===== src/rtl/sma_pkg.sv =====
package sma_pkg;
	localparam int          SMA_NUM_WARN   = 8;
	localparam int          SMA_ADDR_W     = 7;
	localparam int          SMA_BYTE_BITS  = 8;
	localparam int          SMA_NUM_PINS   = 2;
	localparam logic [7:0]  SMA_STATUS_RST = 8'h00;
	localparam logic [1:0]  SMA_ALERT_RST  = 2'h0;
	localparam logic [3:0]  SMA_CNT_RST    = 4'h0;
	localparam logic [3:0]  SMA_CNT_LAST   = 4'h7;
	localparam logic [6:0]  SMA_ARA_ADDR   = 7'h0C;

	typedef enum logic [2:0] {
		SMA_ARA_IDLE = 3'b001,
		SMA_ARA_SEND = 3'b010,
		SMA_ARA_ACK  = 3'b100
	} sma_ara_state_e;
endpackage


===== src/rtl/sma_ara_tx.sv =====
`timescale 1ns/1ps
`default_nettype none
module sma_ara_tx (
	// clock and reset
	input  wire logic                        clk_sys_i,
	input  wire logic                        rst_n_i,
	// request
	input  wire logic                        start_i,
	input  wire logic                        pending_i,
	input  wire logic [sma_pkg::SMA_ADDR_W-1:0] dev_addr_i,
	// bit timing from the bus engine
	input  wire logic                        drive_tick_i,
	input  wire logic                        sample_tick_i,
	input  wire logic                        sda_i,
	// results
	output logic                             sda_oe_o,
	output logic                             win_o,
	output logic                             lost_o,
	output logic                             busy_o
);
	import sma_pkg::*;

	sma_ara_state_e state_reg, state_next;
	logic [7:0]     shift_reg, shift_next;
	logic [3:0]     cnt_reg,   cnt_next;
	logic           smp_reg,   smp_next;
	logic           win_next,  lost_next;

	always_comb begin
		state_next = state_reg;
		shift_next = shift_reg;
		cnt_next   = cnt_reg;
		smp_next   = smp_reg;
		win_next   = 1'b0;
		lost_next  = 1'b0;
		case (state_reg)
			SMA_ARA_IDLE: begin
				if (start_i && pending_i) begin
					// lsb is don't-care, sent as 1 so it never wins arbitration by itself
					shift_next = {dev_addr_i, 1'b1};
					cnt_next   = SMA_CNT_RST;
					smp_next   = 1'b0;
					state_next = SMA_ARA_SEND;
				end
			end
			SMA_ARA_SEND: begin
				if (sample_tick_i && !smp_reg) begin
					if (shift_reg[7] && !sda_i) begin
						lost_next  = 1'b1;
						state_next = SMA_ARA_IDLE;
					end else begin
						smp_next = 1'b1;
					end
				end else if (drive_tick_i && smp_reg) begin
					// shift only while scl is low so sda never moves during high
					smp_next   = 1'b0;
					shift_next = {shift_reg[6:0], 1'b1};
					cnt_next   = cnt_reg + 4'h1;
					if (cnt_reg == SMA_CNT_LAST) begin
						state_next = SMA_ARA_ACK;
					end
				end
			end
			SMA_ARA_ACK: begin
				if (sample_tick_i) begin
					win_next   = sda_i;
					state_next = SMA_ARA_IDLE;
				end
			end
			default: begin
				state_next = SMA_ARA_IDLE;
			end
		endcase
	end

	always_ff @(posedge clk_sys_i or negedge rst_n_i) begin
		if (!rst_n_i) begin
			state_reg <= SMA_ARA_IDLE;
			shift_reg <= SMA_STATUS_RST;
			cnt_reg   <= SMA_CNT_RST;
			smp_reg   <= 1'b0;
			win_o     <= 1'b0;
			lost_o    <= 1'b0;
		end else begin
			state_reg <= state_next;
			shift_reg <= shift_next;
			cnt_reg   <= cnt_next;
			smp_reg   <= smp_next;
			win_o     <= win_next;
			lost_o    <= lost_next;
		end
	end

	assign sda_oe_o = (state_reg == SMA_ARA_SEND) && !shift_reg[7];
	assign busy_o   = (state_reg != SMA_ARA_IDLE);

	property p_lost_stops;
		@(posedge clk_sys_i) disable iff (!rst_n_i)
		lost_o |-> !sda_oe_o ##1 !sda_oe_o;
	endproperty
	a_lost_stops: assert property (p_lost_stops) else $error("drove sda after losing");

	property p_win_after_nack;
		@(posedge clk_sys_i) disable iff (!rst_n_i)
		win_o |-> $past(sda_i) && !busy_o && !sda_oe_o;
	endproperty
	a_win_after_nack: assert property (p_win_after_nack) else $error("win without nack");
endmodule // sma_ara_tx
`default_nettype wire


===== src/rtl/sma_alert.sv =====
`timescale 1ns/1ps
`default_nettype none
module sma_alert (
	// clock and reset
	input  wire logic                          clk_sys_i,
	input  wire logic                          rst_n_i,
	// warning events and live comparisons
	input  wire logic [sma_pkg::SMA_NUM_WARN-1:0] warn_set_i,
	input  wire logic [sma_pkg::SMA_NUM_WARN-1:0] warn_above_i,
	input  wire logic                          clear_faults_i,
	output logic [sma_pkg::SMA_NUM_WARN-1:0]   status_o,
	// configuration
	input  wire logic [sma_pkg::SMA_NUM_WARN-1:0] alert_source_select_i,
	input  wire logic [sma_pkg::SMA_NUM_WARN-1:0] second_alert_source_select_i,
	input  wire logic [sma_pkg::SMA_NUM_PINS-1:0] invert_i,
	input  wire logic [sma_pkg::SMA_NUM_PINS-1:0] comparator_mode_i,
	input  wire logic                          conversion_trigger_input_mode_i,
	// multifunction pins, open drain
	input  wire logic                          multifunction_pin_one_i,
	output logic                               multifunction_pin_one_o,
	output logic                               multifunction_pin_one_oe_o,
	output logic                               multifunction_pin_two_o,
	output logic                               multifunction_pin_two_oe_o,
	output logic                               conversion_trigger_o,
	// alert response read
	input  wire logic [sma_pkg::SMA_ADDR_W-1:0] dev_addr_i,
	input  wire logic                          ara_start_i,
	input  wire logic                          ara_drive_tick_i,
	input  wire logic                          ara_sample_tick_i,
	input  wire logic                          ara_sda_i,
	output logic                               ara_sda_oe_o,
	output logic                               ara_busy_o,
	output logic [sma_pkg::SMA_NUM_PINS-1:0]   alert_pending_o
);
	import sma_pkg::*;

	logic [SMA_NUM_WARN-1:0] status_reg, status_next, status_kept, rise;
	logic [SMA_NUM_PINS-1:0] alert_reg, alert_next, oe_reg, oe_next, active_next;
	logic [SMA_NUM_WARN-1:0] en [SMA_NUM_PINS];
	logic                    pin_one_prev_reg, conversion_trigger_input_next;
	logic                    ara_win, ara_lost;

	assign en[0] = alert_source_select_i;
	assign en[1] = second_alert_source_select_i;

	// set beats clear: an event landing on the clear cycle survives
	always_comb begin
		status_kept = clear_faults_i ? SMA_STATUS_RST : status_reg;
		rise        = warn_set_i & ~status_kept;
		status_next = status_kept | warn_set_i;
	end

	genvar k;
	generate
		for (k = 0; k < SMA_NUM_PINS; k++) begin : g_pin
			logic pin_en;
			assign pin_en = (|en[k]) && !(k == 0 && conversion_trigger_input_mode_i);
			// one shared release term keeps both latched alerts going inactive together
			assign alert_next[k] = (pin_en && |(rise & en[k]))
				| (alert_reg[k] & ~(clear_faults_i | ara_win));
			assign active_next[k] = comparator_mode_i[k]
				? |(warn_above_i & en[k]) : alert_next[k];
			// open drain only pulls low; inverted active level means pull while idle
			assign oe_next[k] = pin_en && (active_next[k] != invert_i[k]);
		end
	endgenerate

	assign conversion_trigger_input_next = conversion_trigger_input_mode_i && pin_one_prev_reg && !multifunction_pin_one_i;

	always_ff @(posedge clk_sys_i or negedge rst_n_i) begin
		if (!rst_n_i) begin
			status_reg           <= SMA_STATUS_RST;
			alert_reg            <= SMA_ALERT_RST;
			oe_reg               <= SMA_ALERT_RST;
			pin_one_prev_reg     <= 1'b1;
			conversion_trigger_o <= 1'b0;
		end else begin
			status_reg           <= status_next;
			alert_reg            <= alert_next;
			oe_reg               <= oe_next;
			pin_one_prev_reg     <= multifunction_pin_one_i;
			conversion_trigger_o <= conversion_trigger_input_next;
		end
	end

	assign status_o                   = status_reg;
	assign alert_pending_o            = alert_reg;
	assign multifunction_pin_one_o    = 1'b0;
	assign multifunction_pin_two_o    = 1'b0;
	assign multifunction_pin_one_oe_o = oe_reg[0];
	assign multifunction_pin_two_oe_o = oe_reg[1];

	// only latched alerts answer; comparator pins are not alert sources
	sma_ara_tx u_ara (
		.clk_sys_i     (clk_sys_i),
		.rst_n_i       (rst_n_i),
		.start_i       (ara_start_i),
		.pending_i     (|(alert_reg & ~comparator_mode_i)),
		.dev_addr_i    (dev_addr_i),
		.drive_tick_i  (ara_drive_tick_i),
		.sample_tick_i (ara_sample_tick_i),
		.sda_i         (ara_sda_i),
		.sda_oe_o      (ara_sda_oe_o),
		.win_o         (ara_win),
		.lost_o        (ara_lost),
		.busy_o        (ara_busy_o)
	);

	property p_clear_releases;
		@(posedge clk_sys_i) disable iff (!rst_n_i)
		clear_faults_i && warn_set_i == 8'h00 |=> alert_reg == 2'h0 && status_reg == 8'h00;
	endproperty
	a_clear_releases: assert property (p_clear_releases) else $error("clear left alert");

	property p_status_latch;
		@(posedge clk_sys_i) disable iff (!rst_n_i)
		!clear_faults_i |=> (status_reg & $past(status_reg)) == $past(status_reg);
	endproperty
	a_status_latch: assert property (p_status_latch) else $error("status bit dropped");

	property p_rise_asserts;
		@(posedge clk_sys_i) disable iff (!rst_n_i)
		|(rise & second_alert_source_select_i) |=> alert_reg[1];
	endproperty
	a_rise_asserts: assert property (p_rise_asserts) else $error("rising bit gave no alert");

	property p_win_holds;
		@(posedge clk_sys_i) disable iff (!rst_n_i)
		ara_win && !clear_faults_i && rise == 8'h00
			|=> alert_reg == 2'h0 && status_reg == $past(status_reg);
	endproperty
	a_win_holds: assert property (p_win_holds) else $error("win kept alert");

	property p_lost_keeps;
		@(posedge clk_sys_i) disable iff (!rst_n_i)
		ara_lost && !clear_faults_i |=> (alert_reg & $past(alert_reg)) == $past(alert_reg);
	endproperty
	a_lost_keeps: assert property (p_lost_keeps) else $error("loser dropped alert");

	property p_disabled_hiz;
		@(posedge clk_sys_i) disable iff (!rst_n_i)
		second_alert_source_select_i == 8'h00 |=> !multifunction_pin_two_oe_o;
	endproperty
	a_disabled_hiz: assert property (p_disabled_hiz) else $error("disabled pin driven");

	property p_cmp_live;
		@(posedge clk_sys_i) disable iff (!rst_n_i)
		comparator_mode_i[1] && !invert_i[1] && second_alert_source_select_i != 8'h00
			|=> multifunction_pin_two_oe_o == $past(|(warn_above_i & second_alert_source_select_i));
	endproperty
	a_cmp_live: assert property (p_cmp_live) else $error("comparator not live");

	property p_invert_level;
		@(posedge clk_sys_i) disable iff (!rst_n_i)
		!comparator_mode_i[1] && alert_next[1] && second_alert_source_select_i != 8'h00
			|=> multifunction_pin_two_oe_o == !$past(invert_i[1]);
	endproperty
	a_invert_level: assert property (p_invert_level) else $error("wrong active level");

	// with no new rise both latched alerts must share one fate
	property p_release_together;
		@(posedge clk_sys_i) disable iff (!rst_n_i)
		alert_reg == 2'h3 && rise == 8'h00 |=> alert_reg[0] == alert_reg[1];
	endproperty
	a_release_together: assert property (p_release_together) else $error("pins released apart");

	property p_rise_asserts_one;
		@(posedge clk_sys_i) disable iff (!rst_n_i)
		|(rise & alert_source_select_i) && !conversion_trigger_input_mode_i |=> alert_reg[0];
	endproperty
	a_rise_asserts_one: assert property (p_rise_asserts_one) else $error("pin one missed rise");

	property p_set_lands;
		@(posedge clk_sys_i) disable iff (!rst_n_i)
		warn_set_i != 8'h00 |=> (status_reg & $past(warn_set_i)) == $past(warn_set_i);
	endproperty
	a_set_lands: assert property (p_set_lands) else $error("warning not latched");

	property p_conversion_trigger_input_no_drive;
		@(posedge clk_sys_i) disable iff (!rst_n_i)
		conversion_trigger_input_mode_i |=> !multifunction_pin_one_oe_o;
	endproperty
	a_conversion_trigger_input_no_drive: assert property (p_conversion_trigger_input_no_drive) else $error("input pin driven");

	property p_conversion_trigger_input_pulse;
		@(posedge clk_sys_i) disable iff (!rst_n_i)
		conversion_trigger_o |=> !conversion_trigger_o;
	endproperty
	a_conversion_trigger_input_pulse: assert property (p_conversion_trigger_input_pulse) else $error("trigger longer than one cycle");

	property p_ara_busy;
		@(posedge clk_sys_i) disable iff (!rst_n_i)
		ara_start_i && !ara_busy_o && |(alert_reg & ~comparator_mode_i) |=> ara_busy_o;
	endproperty
	a_ara_busy: assert property (p_ara_busy) else $error("pending alert gave no answer");

	property p_cmp_live_one;
		@(posedge clk_sys_i) disable iff (!rst_n_i)
		comparator_mode_i[0] && !invert_i[0] && !conversion_trigger_input_mode_i && alert_source_select_i != 8'h00
			|=> multifunction_pin_one_oe_o == $past(|(warn_above_i & alert_source_select_i));
	endproperty
	a_cmp_live_one: assert property (p_cmp_live_one) else $error("pin one comparator not live");

	property p_disabled_hiz_one;
		@(posedge clk_sys_i) disable iff (!rst_n_i)
		alert_source_select_i == 8'h00 |=> !multifunction_pin_one_oe_o;
	endproperty
	a_disabled_hiz_one: assert property (p_disabled_hiz_one) else $error("disabled pin one driven");
endmodule // sma_alert
`default_nettype wire


===== config.mk =====
export PLATFORM = sky130hd
export DESIGN_NAME = sma_alert
export DESIGN_NICKNAME = d
export VERILOG_FILES = /design/src/rtl/sma_pkg.sv /design/src/rtl/sma_ara_tx.sv /design/src/rtl/sma_alert.sv
export SDC_FILE = /design/constraint.sdc
export NUM_CORES = 1
export LEC_CHECK = 0
export ABC_AREA = 0
export BUFFER_PORTS_ARGS = -buffer_cell sky130_fd_sc_hd__buf_2
export CAP_MARGIN = 15
export CORE_ASPECT_RATIO = 1.75
export CORE_MARGIN = 2
export CORE_UTILIZATION = 40
export CTS_CLUSTER_DIAMETER = 150
export DETAILED_ROUTE_END_ITERATION = 12
export GPL_ROUTABILITY_DRIVEN = 0
export PLACE_DENSITY = 0.68
export RECOVER_POWER = 50
export SYNTH_ARGS = -nofsm -noshare
export SYNTH_HDL_FRONTEND = slang
export SYNTH_SLANG_ARGS = --single-unit

===== constraint.sdc =====
create_clock -name clk_sys_i -period 2.8 [get_ports clk_sys_i]
set_clock_uncertainty 0.2 [all_clocks]
set_input_delay 0.42 -clock clk_sys_i [delete_from_list [all_inputs] [get_ports clk_sys_i]]
set_output_delay 0.42 -clock clk_sys_i [all_outputs]
set_load 0.05 [all_outputs]

After elaboration in Yosys (flattened, before gate mapping)
Index checks and enable logic that the tools add are counted.

$add $sub $neg: 1. Equality and inequality tests: 15. Multiplexer cells: 25. Bitwise operators: 15. Reductions and logical operators: 28.

Operators by type and width (number): 8-bit OR reduction (6); 8-bit AND (5); 8-bit 2-to-1 mux (4); 3-bit 2-to-1 mux (6); 8-bit one-hot mux with 2 select lines (1); 1-bit logical AND (12); 4-bit 2-to-1 mux (3); 3-bit by 1-bit != test with 1-bit output, second input constant (3); 3-bit one-hot mux with 3 select lines (1); 1-bit 2-to-1 mux (8); 8-bit inverter (1); 8-bit bitwise OR (1); 4-bit one-hot mux with 2 select lines (1); 4-bit AND reduction (2); 3-bit != test, second input constant (2); 1-bit zero test (5); 5-bit AND reduction (1); 4-bit by 1-bit adder with 4-bit output, second input constant (1); 4-bit by 3-bit equality test with 1-bit output, second input constant (1); 2-bit by 1-bit != test with 1-bit output, second input constant (2); 2-bit != test, second input constant (2); 3-bit by 1-bit equality test with 1-bit output, second input constant (1); 3-bit by 2-bit equality test with 1-bit output, second input constant (1); 3-bit equality test, second input constant (1); 9 further kinds (13).

Register bits: 31. Bits of input ports: 52. Output and inout port bits: 17. Logic and storage cells: 94.

Logic depth before layout (Yosys ltp)
Gate-level depths: netlist of run 1.

Depth after elaboration: 10. Depth in mapped cells: 7. Gate-level depth less buffers: 7.

Hierarchy
Synthesis of run 1 repeated with hierarchy kept, for this count alone.

Cells, all modules: 165. Area, all modules: 1737.9 µm².

By module, submodules not included: sma_ara_tx (instances 1, cells each 80, area each 913.4 µm², seq. area each 451.7 µm²); sma_alert (instances 1, cells each 85, area each 824.5 µm², seq. area each 351.6 µm²).

Least setup slack after synthesis of run 1
OpenSTA, ideal clock, no wires.

Path kind: reg2out. Start point: reg u_ara.state_reg[2]. End point: out ara_sda_oe_o. Data arrival time: 1.796 ns. Data required time: 2.180 ns. Path slack: 0.384 ns. Cell stages (with the launch flop): 4. Path buffers: 1. Path through: dfrtp_1 nor3b_1 clkbuf_1 nor2b_1.

Cells in the longest elaborated chain, start to end: 2.

Ends and longest elaborated chain: start, declared (RTL line sma_ara_tx.sv:23) `sma_ara_state_e state_reg, state_next;`; start signal, assigned (RTL line sma_ara_tx.sv:85) `state_reg <= state_next;`; 3-bit by 2-bit equality test with 1-bit output (RTL line sma_ara_tx.sv:94) `assign sda_oe_o = (state_reg == SMA_ARA_SEND) && !shift_reg[7];`; 1-bit logical AND (RTL line sma_ara_tx.sv:94); end, declared (RTL line sma_alert.sv:31) `output logic ara_sda_oe_o,`.

Every way passes these cells.

Worst setup path in the final report of run 1
Same ends and word-level chain as after synthesis.

==> key figures, run 1 <==
Clock network
  • Clock latency on the worst-skew pair: ~280 ps
  • CTS tree: built
  • Max clock buf depth: 2
  • H-tree Lvls: 2
  • CTS buffer count: 5
  • Clock transition at path regs: ~60 ps
  • Clock sink count: 31
  • CTS Root Buffer Type: clkbuf_8

STA
  • Total negative slack: 0 ps
  • Worst slew pin tran: a little under 700 ps
  • Hold Vio Cnt, Final: 0
  • Worst slew margin: 0.547
  • Final worst path period share: 0.878
  • Fin. max-slew vios: 0
  • Final Critical Period: roughly 2500 ps
  • Max Freq: 407 MHz
  • RSZ-0062 raised after global routing: false
  • Slack of the critical path: 341 ps
  • Setup violations, final: 0

Global route
  • Initial antenna violation count: 0
  • First-pass GRT wire length: 6730 µm
  • Largest net degree at the start of global routing: 32
  • Gr ovfl total: 0
  • Vias in the first global route: roughly 1,500
  • Total GRT Usage: 0.201

Critical path
  • Setup crit start kind: flop
  • Worst path arrival time: ~1800 ps
  • Worst Setup End Kind: output port
  • WS Path Type: reg2out
  • WP data required: ~2200 ps
  • CP max FO: 8

Power
  • Maximum vdd drop: around 0.38 mV
  • Flop pwr share: 0.435
  • Sw power: around 500 µW
  • Sw Ratio: 0.360
  • Leakage power: roughly 0.00096 µW
  • Power share of the clock group: 0.234
  • Internal Power: between 800 and 900 µW
  • Logic pwr share: 0.331
  • Pwr Density: 667 mW/mm²

Placed design
  • Number of buffers added on ports: 66
  • DP HPWL: approximately 3300 µm
  • Place WS: between 600 and 700 ps
  • DP Cell Count: between 200 and 300

Layout
  • NumNets Final: between 200 and 300
  • Diodes inserted: 0
  • Most frequent cells in the layout: buf_2, dfrtp_1, nand2b_1
  • Post-route insts no fill: approximately 290
  • FF/Latch Area: around 780 µm²
  • Most common cell after layout, fill and taps aside: buf_2
  • FILL cells: 388
  • Synth-to-layout area growth: 27.6%
  • Share of cells above drive strength 1: 0.312
  • Post-layout util: 0.535
  • Area of the multi-input gates: ~800 µm²

Routing
  • Routed WL: 4140 µm
  • # DRC: 0
  • WL per Instance: around 15 µm
  • DRT Pass-1 Iters: 6
  • Routed Antenna Nets: 0
  • Vias: 1,535
  • Vias per cell: 5.39
  • Initial DRC Count: 50

Floorplan
  • Die ar.: around 0.0046 mm²
  • Initial Utilization: 0.419
  • Placement Rows: 30
  • Height of the die: slightly below 90 µm
  • Die X: around 52 µm
  • I/O pins: 69
  • Placeable core area: between 0.003 and 0.004 mm²

Synth
  • Syn avg cell area: about 9.9 µm²
  • Synth Cell Area: about 0.0016 mm²
  • Synth top area share: 0.443
  • Top post-synthesis cells by area: dfrtp_1, nand2b_1, mux2i_1
  • Top FF cell, synth: dfrtp_1
  • Synth Warn #: 0
  • Synth area leader: dfrtp_1
  • Post-synthesis instance total: 165
  • Post-synth EDFFs: 0
  • Sequential area share after synthesis: 0.476
  • Ys async rst share: 1.00
  • Synth cell types: 40
  • Seq cells post-synth: 31

Run
  • Max-cap viol count: 0

Hold path
  • Worst Hold Class: in2reg

Run status
  • Status: finished clean
[critical path, cell delays in order (launching register included)]
cell and delay (ps):
dfrtp_1 420, nor3b_1 470, buf_4 280, nor2b_1 130, buf_2 260
[metrics by stage]
stage	total power (µW)	area, µm²	hold slack [ps]
final	1390	2090	47.0
after global routing	1490	2090	37.0
after global placement	1070	2010	258
after floorplan	943	1640	-75.6
after detailed placement	1080	2010	261
after CTS	1410	2090	38.0
[path summary, 6_finish.rpt]
kind / start / end / slack, ps / cells after the start
max in group asynchronous: rst_n_i / u_ara.state_reg[2] / 1450 / 2
min: multifunction_pin_one_i / pin_one_prev_reg / 50 / 1
min in group asynchronous: rst_n_i / u_ara.shift_reg[0] / 510 / 2
max: u_ara.state_reg[2] / ara_sda_oe_o / 340 / 4
min reg2reg: pin_one_prev_reg / conversion_trigger_o / 270 / 2
max reg2reg: u_ara.state_reg[0] / u_ara.shift_reg[3] / 640 / 6
[power by group through the flow]
stage	registers, µW	clock network [µW]	logic [µW]
3_3_place_gp	611	0	457
2_1_floorplan	647	0	296
6_report	606	326	461
4_1_cts	606	336	468
3_5_place_dp	614	0	466
5_1_grt	618	356	512
[synthesized netlist by cell type, drive strengths merged (3+ instances only)]
| cell type | count |
|---|---|
| a211oi | 4 |
| a21oi | 10 |
| a31oi | 3 |
| a32oi | 3 |
| and2 | 4 |
| and3 | 5 |
| buf | 4 |
| dfrtp | 29 |
| inv | 4 |
| mux2i | 10 |
| nand2 | 8 |
| nand2b | 23 |
| nand3 | 5 |
| nand4 | 4 |
| nor2 | 17 |
| nor4 | 4 |
[timing repair]
action,CTS,global route
endpoints found under the setup margin,0,0
resized for setup,0,0
buffers inserted,0,0
hold endpoints to repair,8,0
hold buffers,1,0
[area by class of cell]
cell class / instances / area share
multi-input cells: 126 / 0.388
flip-flops and latches: 31 / 0.373
clock buffers: 7 / 0.0365
repair buffers: 69 / 0.167
well taps: 48 / 0.0288
inverters: 4 / 0.00719
[layer usage]
| metal | up-vias | share of wire | track usage |
|---|---|---|---|
| met3 | 16 | 0.077 | 0.0490 |
| met4 | 0 | 0.043 | 0.117 |
| li1 | 738 | - | - |
| met2 | 86 | 0.52 | 0.366 |
| met1 | 695 | 0.36 | 0.199 |
| met5 | - | 0 | 0 |
[cells by family after synthesis]
group,after synthesis,synth area share
muxes,10,0.0612
other,1,0.00229
DFF,31,0.476
buffers and inverters,9,0.0321
and+or+nand+nor,76,0.253
adders and majority gates,1,0.00764
xor gates and xnor gates,3,0.0161
AOI/OAI and AO/OA,34,0.152
Note: power is estimated with default switching activity, not from simulation.
==> run 2, diff against run 1 <==
- CELL_PAD_IN_SITES_DETAIL_PLACEMENT: not set -> 0
- CELL_PAD_IN_SITES_GLOBAL_PLACEMENT: not set -> 1
- CORE_UTILIZATION: 40 -> 35
- PLACE_DENSITY: 0.68 -> 0.78
- REMOVE_ABC_BUFFERS: not set -> 1
==> run 2 against run 1 <==
Compared with the run above: the flow now finishes with violations (max-capacitance violations, max-slew violations); wire length increased by 4.3%; critical endpoint is now u_ara.cnt_reg[3]; critical path depth is 2 higher; first-iteration DRC count is 36% lower; die area up 13%; combinational power grew 0.9%; design area grew 1.9%; sequential power about the same; critical path type is now reg2reg.
==> key figures, run 2 (synthesized netlist as in run 1, its figures left out) <==
Run status
  • Status: complete, but fails checks
  • Failing checks: max-capacitance violations, max-slew violations

Power
  • Logic pwr share: 0.304
  • Maximum vdd drop: about 0.45 mV
  • Flop pwr share: 0.394
  • Internal Power: 1010 µW
  • Power share of the clock group: 0.302
  • Pwr Density: between 700 and 800 mW/mm²
  • Sw Ratio: 0.342
  • Leakage power: a little under 0.001 µW
  • Sw power: about 520 µW

Global route
  • Total GRT Usage: 0.173
  • Largest net degree at the start of global routing: 32
  • Vias in the first global route: 1,560
  • Gr ovfl total: 0
  • First-pass GRT wire length: around 7000 µm
  • Initial antenna violation count: 0

Routing
  • Routed Antenna Nets: 0
  • Routed WL: roughly 4300 µm
  • DRT Pass-1 Iters: 4
  • Vias per cell: around 5.2
  • Initial DRC Count: 32
  • # DRC: 0
  • Vias: roughly 1,500
  • WL per Instance: between 10 and 15 µm

Clock network
  • Clock transition at path regs: 70 ps
  • Clock latency on the worst-skew pair: between 200 and 300 ps
  • CTS Root Buffer Type: clkbuf_8
  • CTS buffer count: 5
  • Clock sink count: 31
  • Max clock buf depth: 2
  • H-tree Lvls: 2
  • Cells resized by post-CTS repair: 0
  • CTS tree: built
  • Hold buffers post-CTS: 0
  • Post-CTS setup buffers: 0

STA
  • Worst slew pin tran: 1650 ps
  • Final Critical Period: roughly 2300 ps
  • Max Freq: between 400 and 500 MHz
  • RSZ-0062 raised after global routing: false
  • Fin. max-slew vios: 32
  • Slack of the critical path: 487 ps
  • Hold Vio Cnt, Final: 0
  • Worst slew margin: -0.0998
  • Final worst path period share: 0.826
  • Setup violations, final: 0
  • Hold WS: 43.2 ps

Floorplan
  • Die ar.: between 0.005 and 0.006 mm²
  • Placeable core area: 0.00444 mm²
  • Die X: approximately 56 µm
  • Placement Rows: 32
  • Height of the die: about 94 µm
  • Initial Utilization: 0.368
  • I/O pins: 69

Layout
  • Synth-to-layout area growth: 30.0%
  • Most common cell after layout, fill and taps aside: buf_2
  • Share of cells above drive strength 1: 0.342
  • Post-route cell area: 0.00213 mm²
  • NumNets Final: approximately 290
  • Diodes inserted: 0
  • Most frequent cells in the layout: buf_2, dfrtp_1, nand2b_1
  • Post-route insts no fill: 288
  • Post-layout util: 0.479

Critical path
  • Worst Setup End Kind: flop
  • WP data required: 2770 ps
  • WS Path Type: reg2reg
  • CP max FO: 11
  • Worst path arrival time: between 2000 and 2500 ps
  • Setup crit start kind: flop

Placed design
  • Placed Area: between 0.002 and 0.0025 mm²
  • DP HPWL: 3460 µm
  • DP Cell Count: 280
  • Number of buffers added on ports: 66
  • Place WS: between 400 and 500 ps

Run
  • Max-cap viol count: 1

Hold path
  • Worst Hold Class: in2reg
## run 2: cell count changes in the layout (fill, tap and decap cells not counted)
cell	previous run	this run
clkbuf_1	7	1
buf_2	61	65
and2_0	1	0
and2_1	3	4
bufinv_16	0	1
clkbuf_8	5	6
clkinv_2	0	1
dlygate4sd3_1	1	0
## run 2: cell type report
type / instances / area (µm²)
tap: 51 / 63.8
clock buffer: 6 / 82.6
timing repair buffer: 68 / 344
fill: 440 / 2320
clock inverter: 2 / 35.0
inverter: 4 / 15.0
multi-input combinational: 126 / 810
sequential: 31 / 778
## run 2: metrics by stage
stage | TNS [ps] | total power [µW]
after floorplan | -39.2 | 926
after global placement | 0 | 1080
after detailed placement | 0 | 1090
after CTS | 0 | 1550
after global routing | 0 | 1610
final | 0 | 1530
## run 2: critical path, stage by stage, from the launching register on
cell,delay [ps]
dfstp_2,570
or3b_4,420
a211oi_4,220
nand2b_1,390
nand4_1,170
xor2_1,180
nor2_1,50
## run 2: final timing paths
| path | endpoint | start | slack, ps | cells past startpoint |
|---|---|---|---|---|
| setup / recovery | u_ara.cnt_reg[3] | u_ara.state_reg[0] | 490 | 6 |
| hold / removal | pin_one_prev_reg | multifunction_pin_one_i | 40 | 1 |
| setup reg to reg | u_ara.cnt_reg[3] | u_ara.state_reg[0] | 490 | 6 |
| hold reg to reg | conversion_trigger_o | pin_one_prev_reg | 270 | 2 |
| max in group asynchronous | alert_pending_o[0] | rst_n_i | 1090 | 1 |
| min in group asynchronous | u_ara.shift_reg[5] | rst_n_i | 350 | 1 |
## run 2: metal layers
metal / track usage / wire [µm]
met5: 0 / 0
met4: 0.0752 / 119
met3: 0.0425 / 313
met2: 0.320 / 2290
met1: 0.182 / 1590
## run 2: power groups by stage
stage	registers (µW)	clock network (µW)	logic [µW]
after floorplan	647	0	279
after global placement	612	0	465
after detailed placement	614	0	472
after CTS	606	471	472
after global routing	616	489	510
final	605	463	465
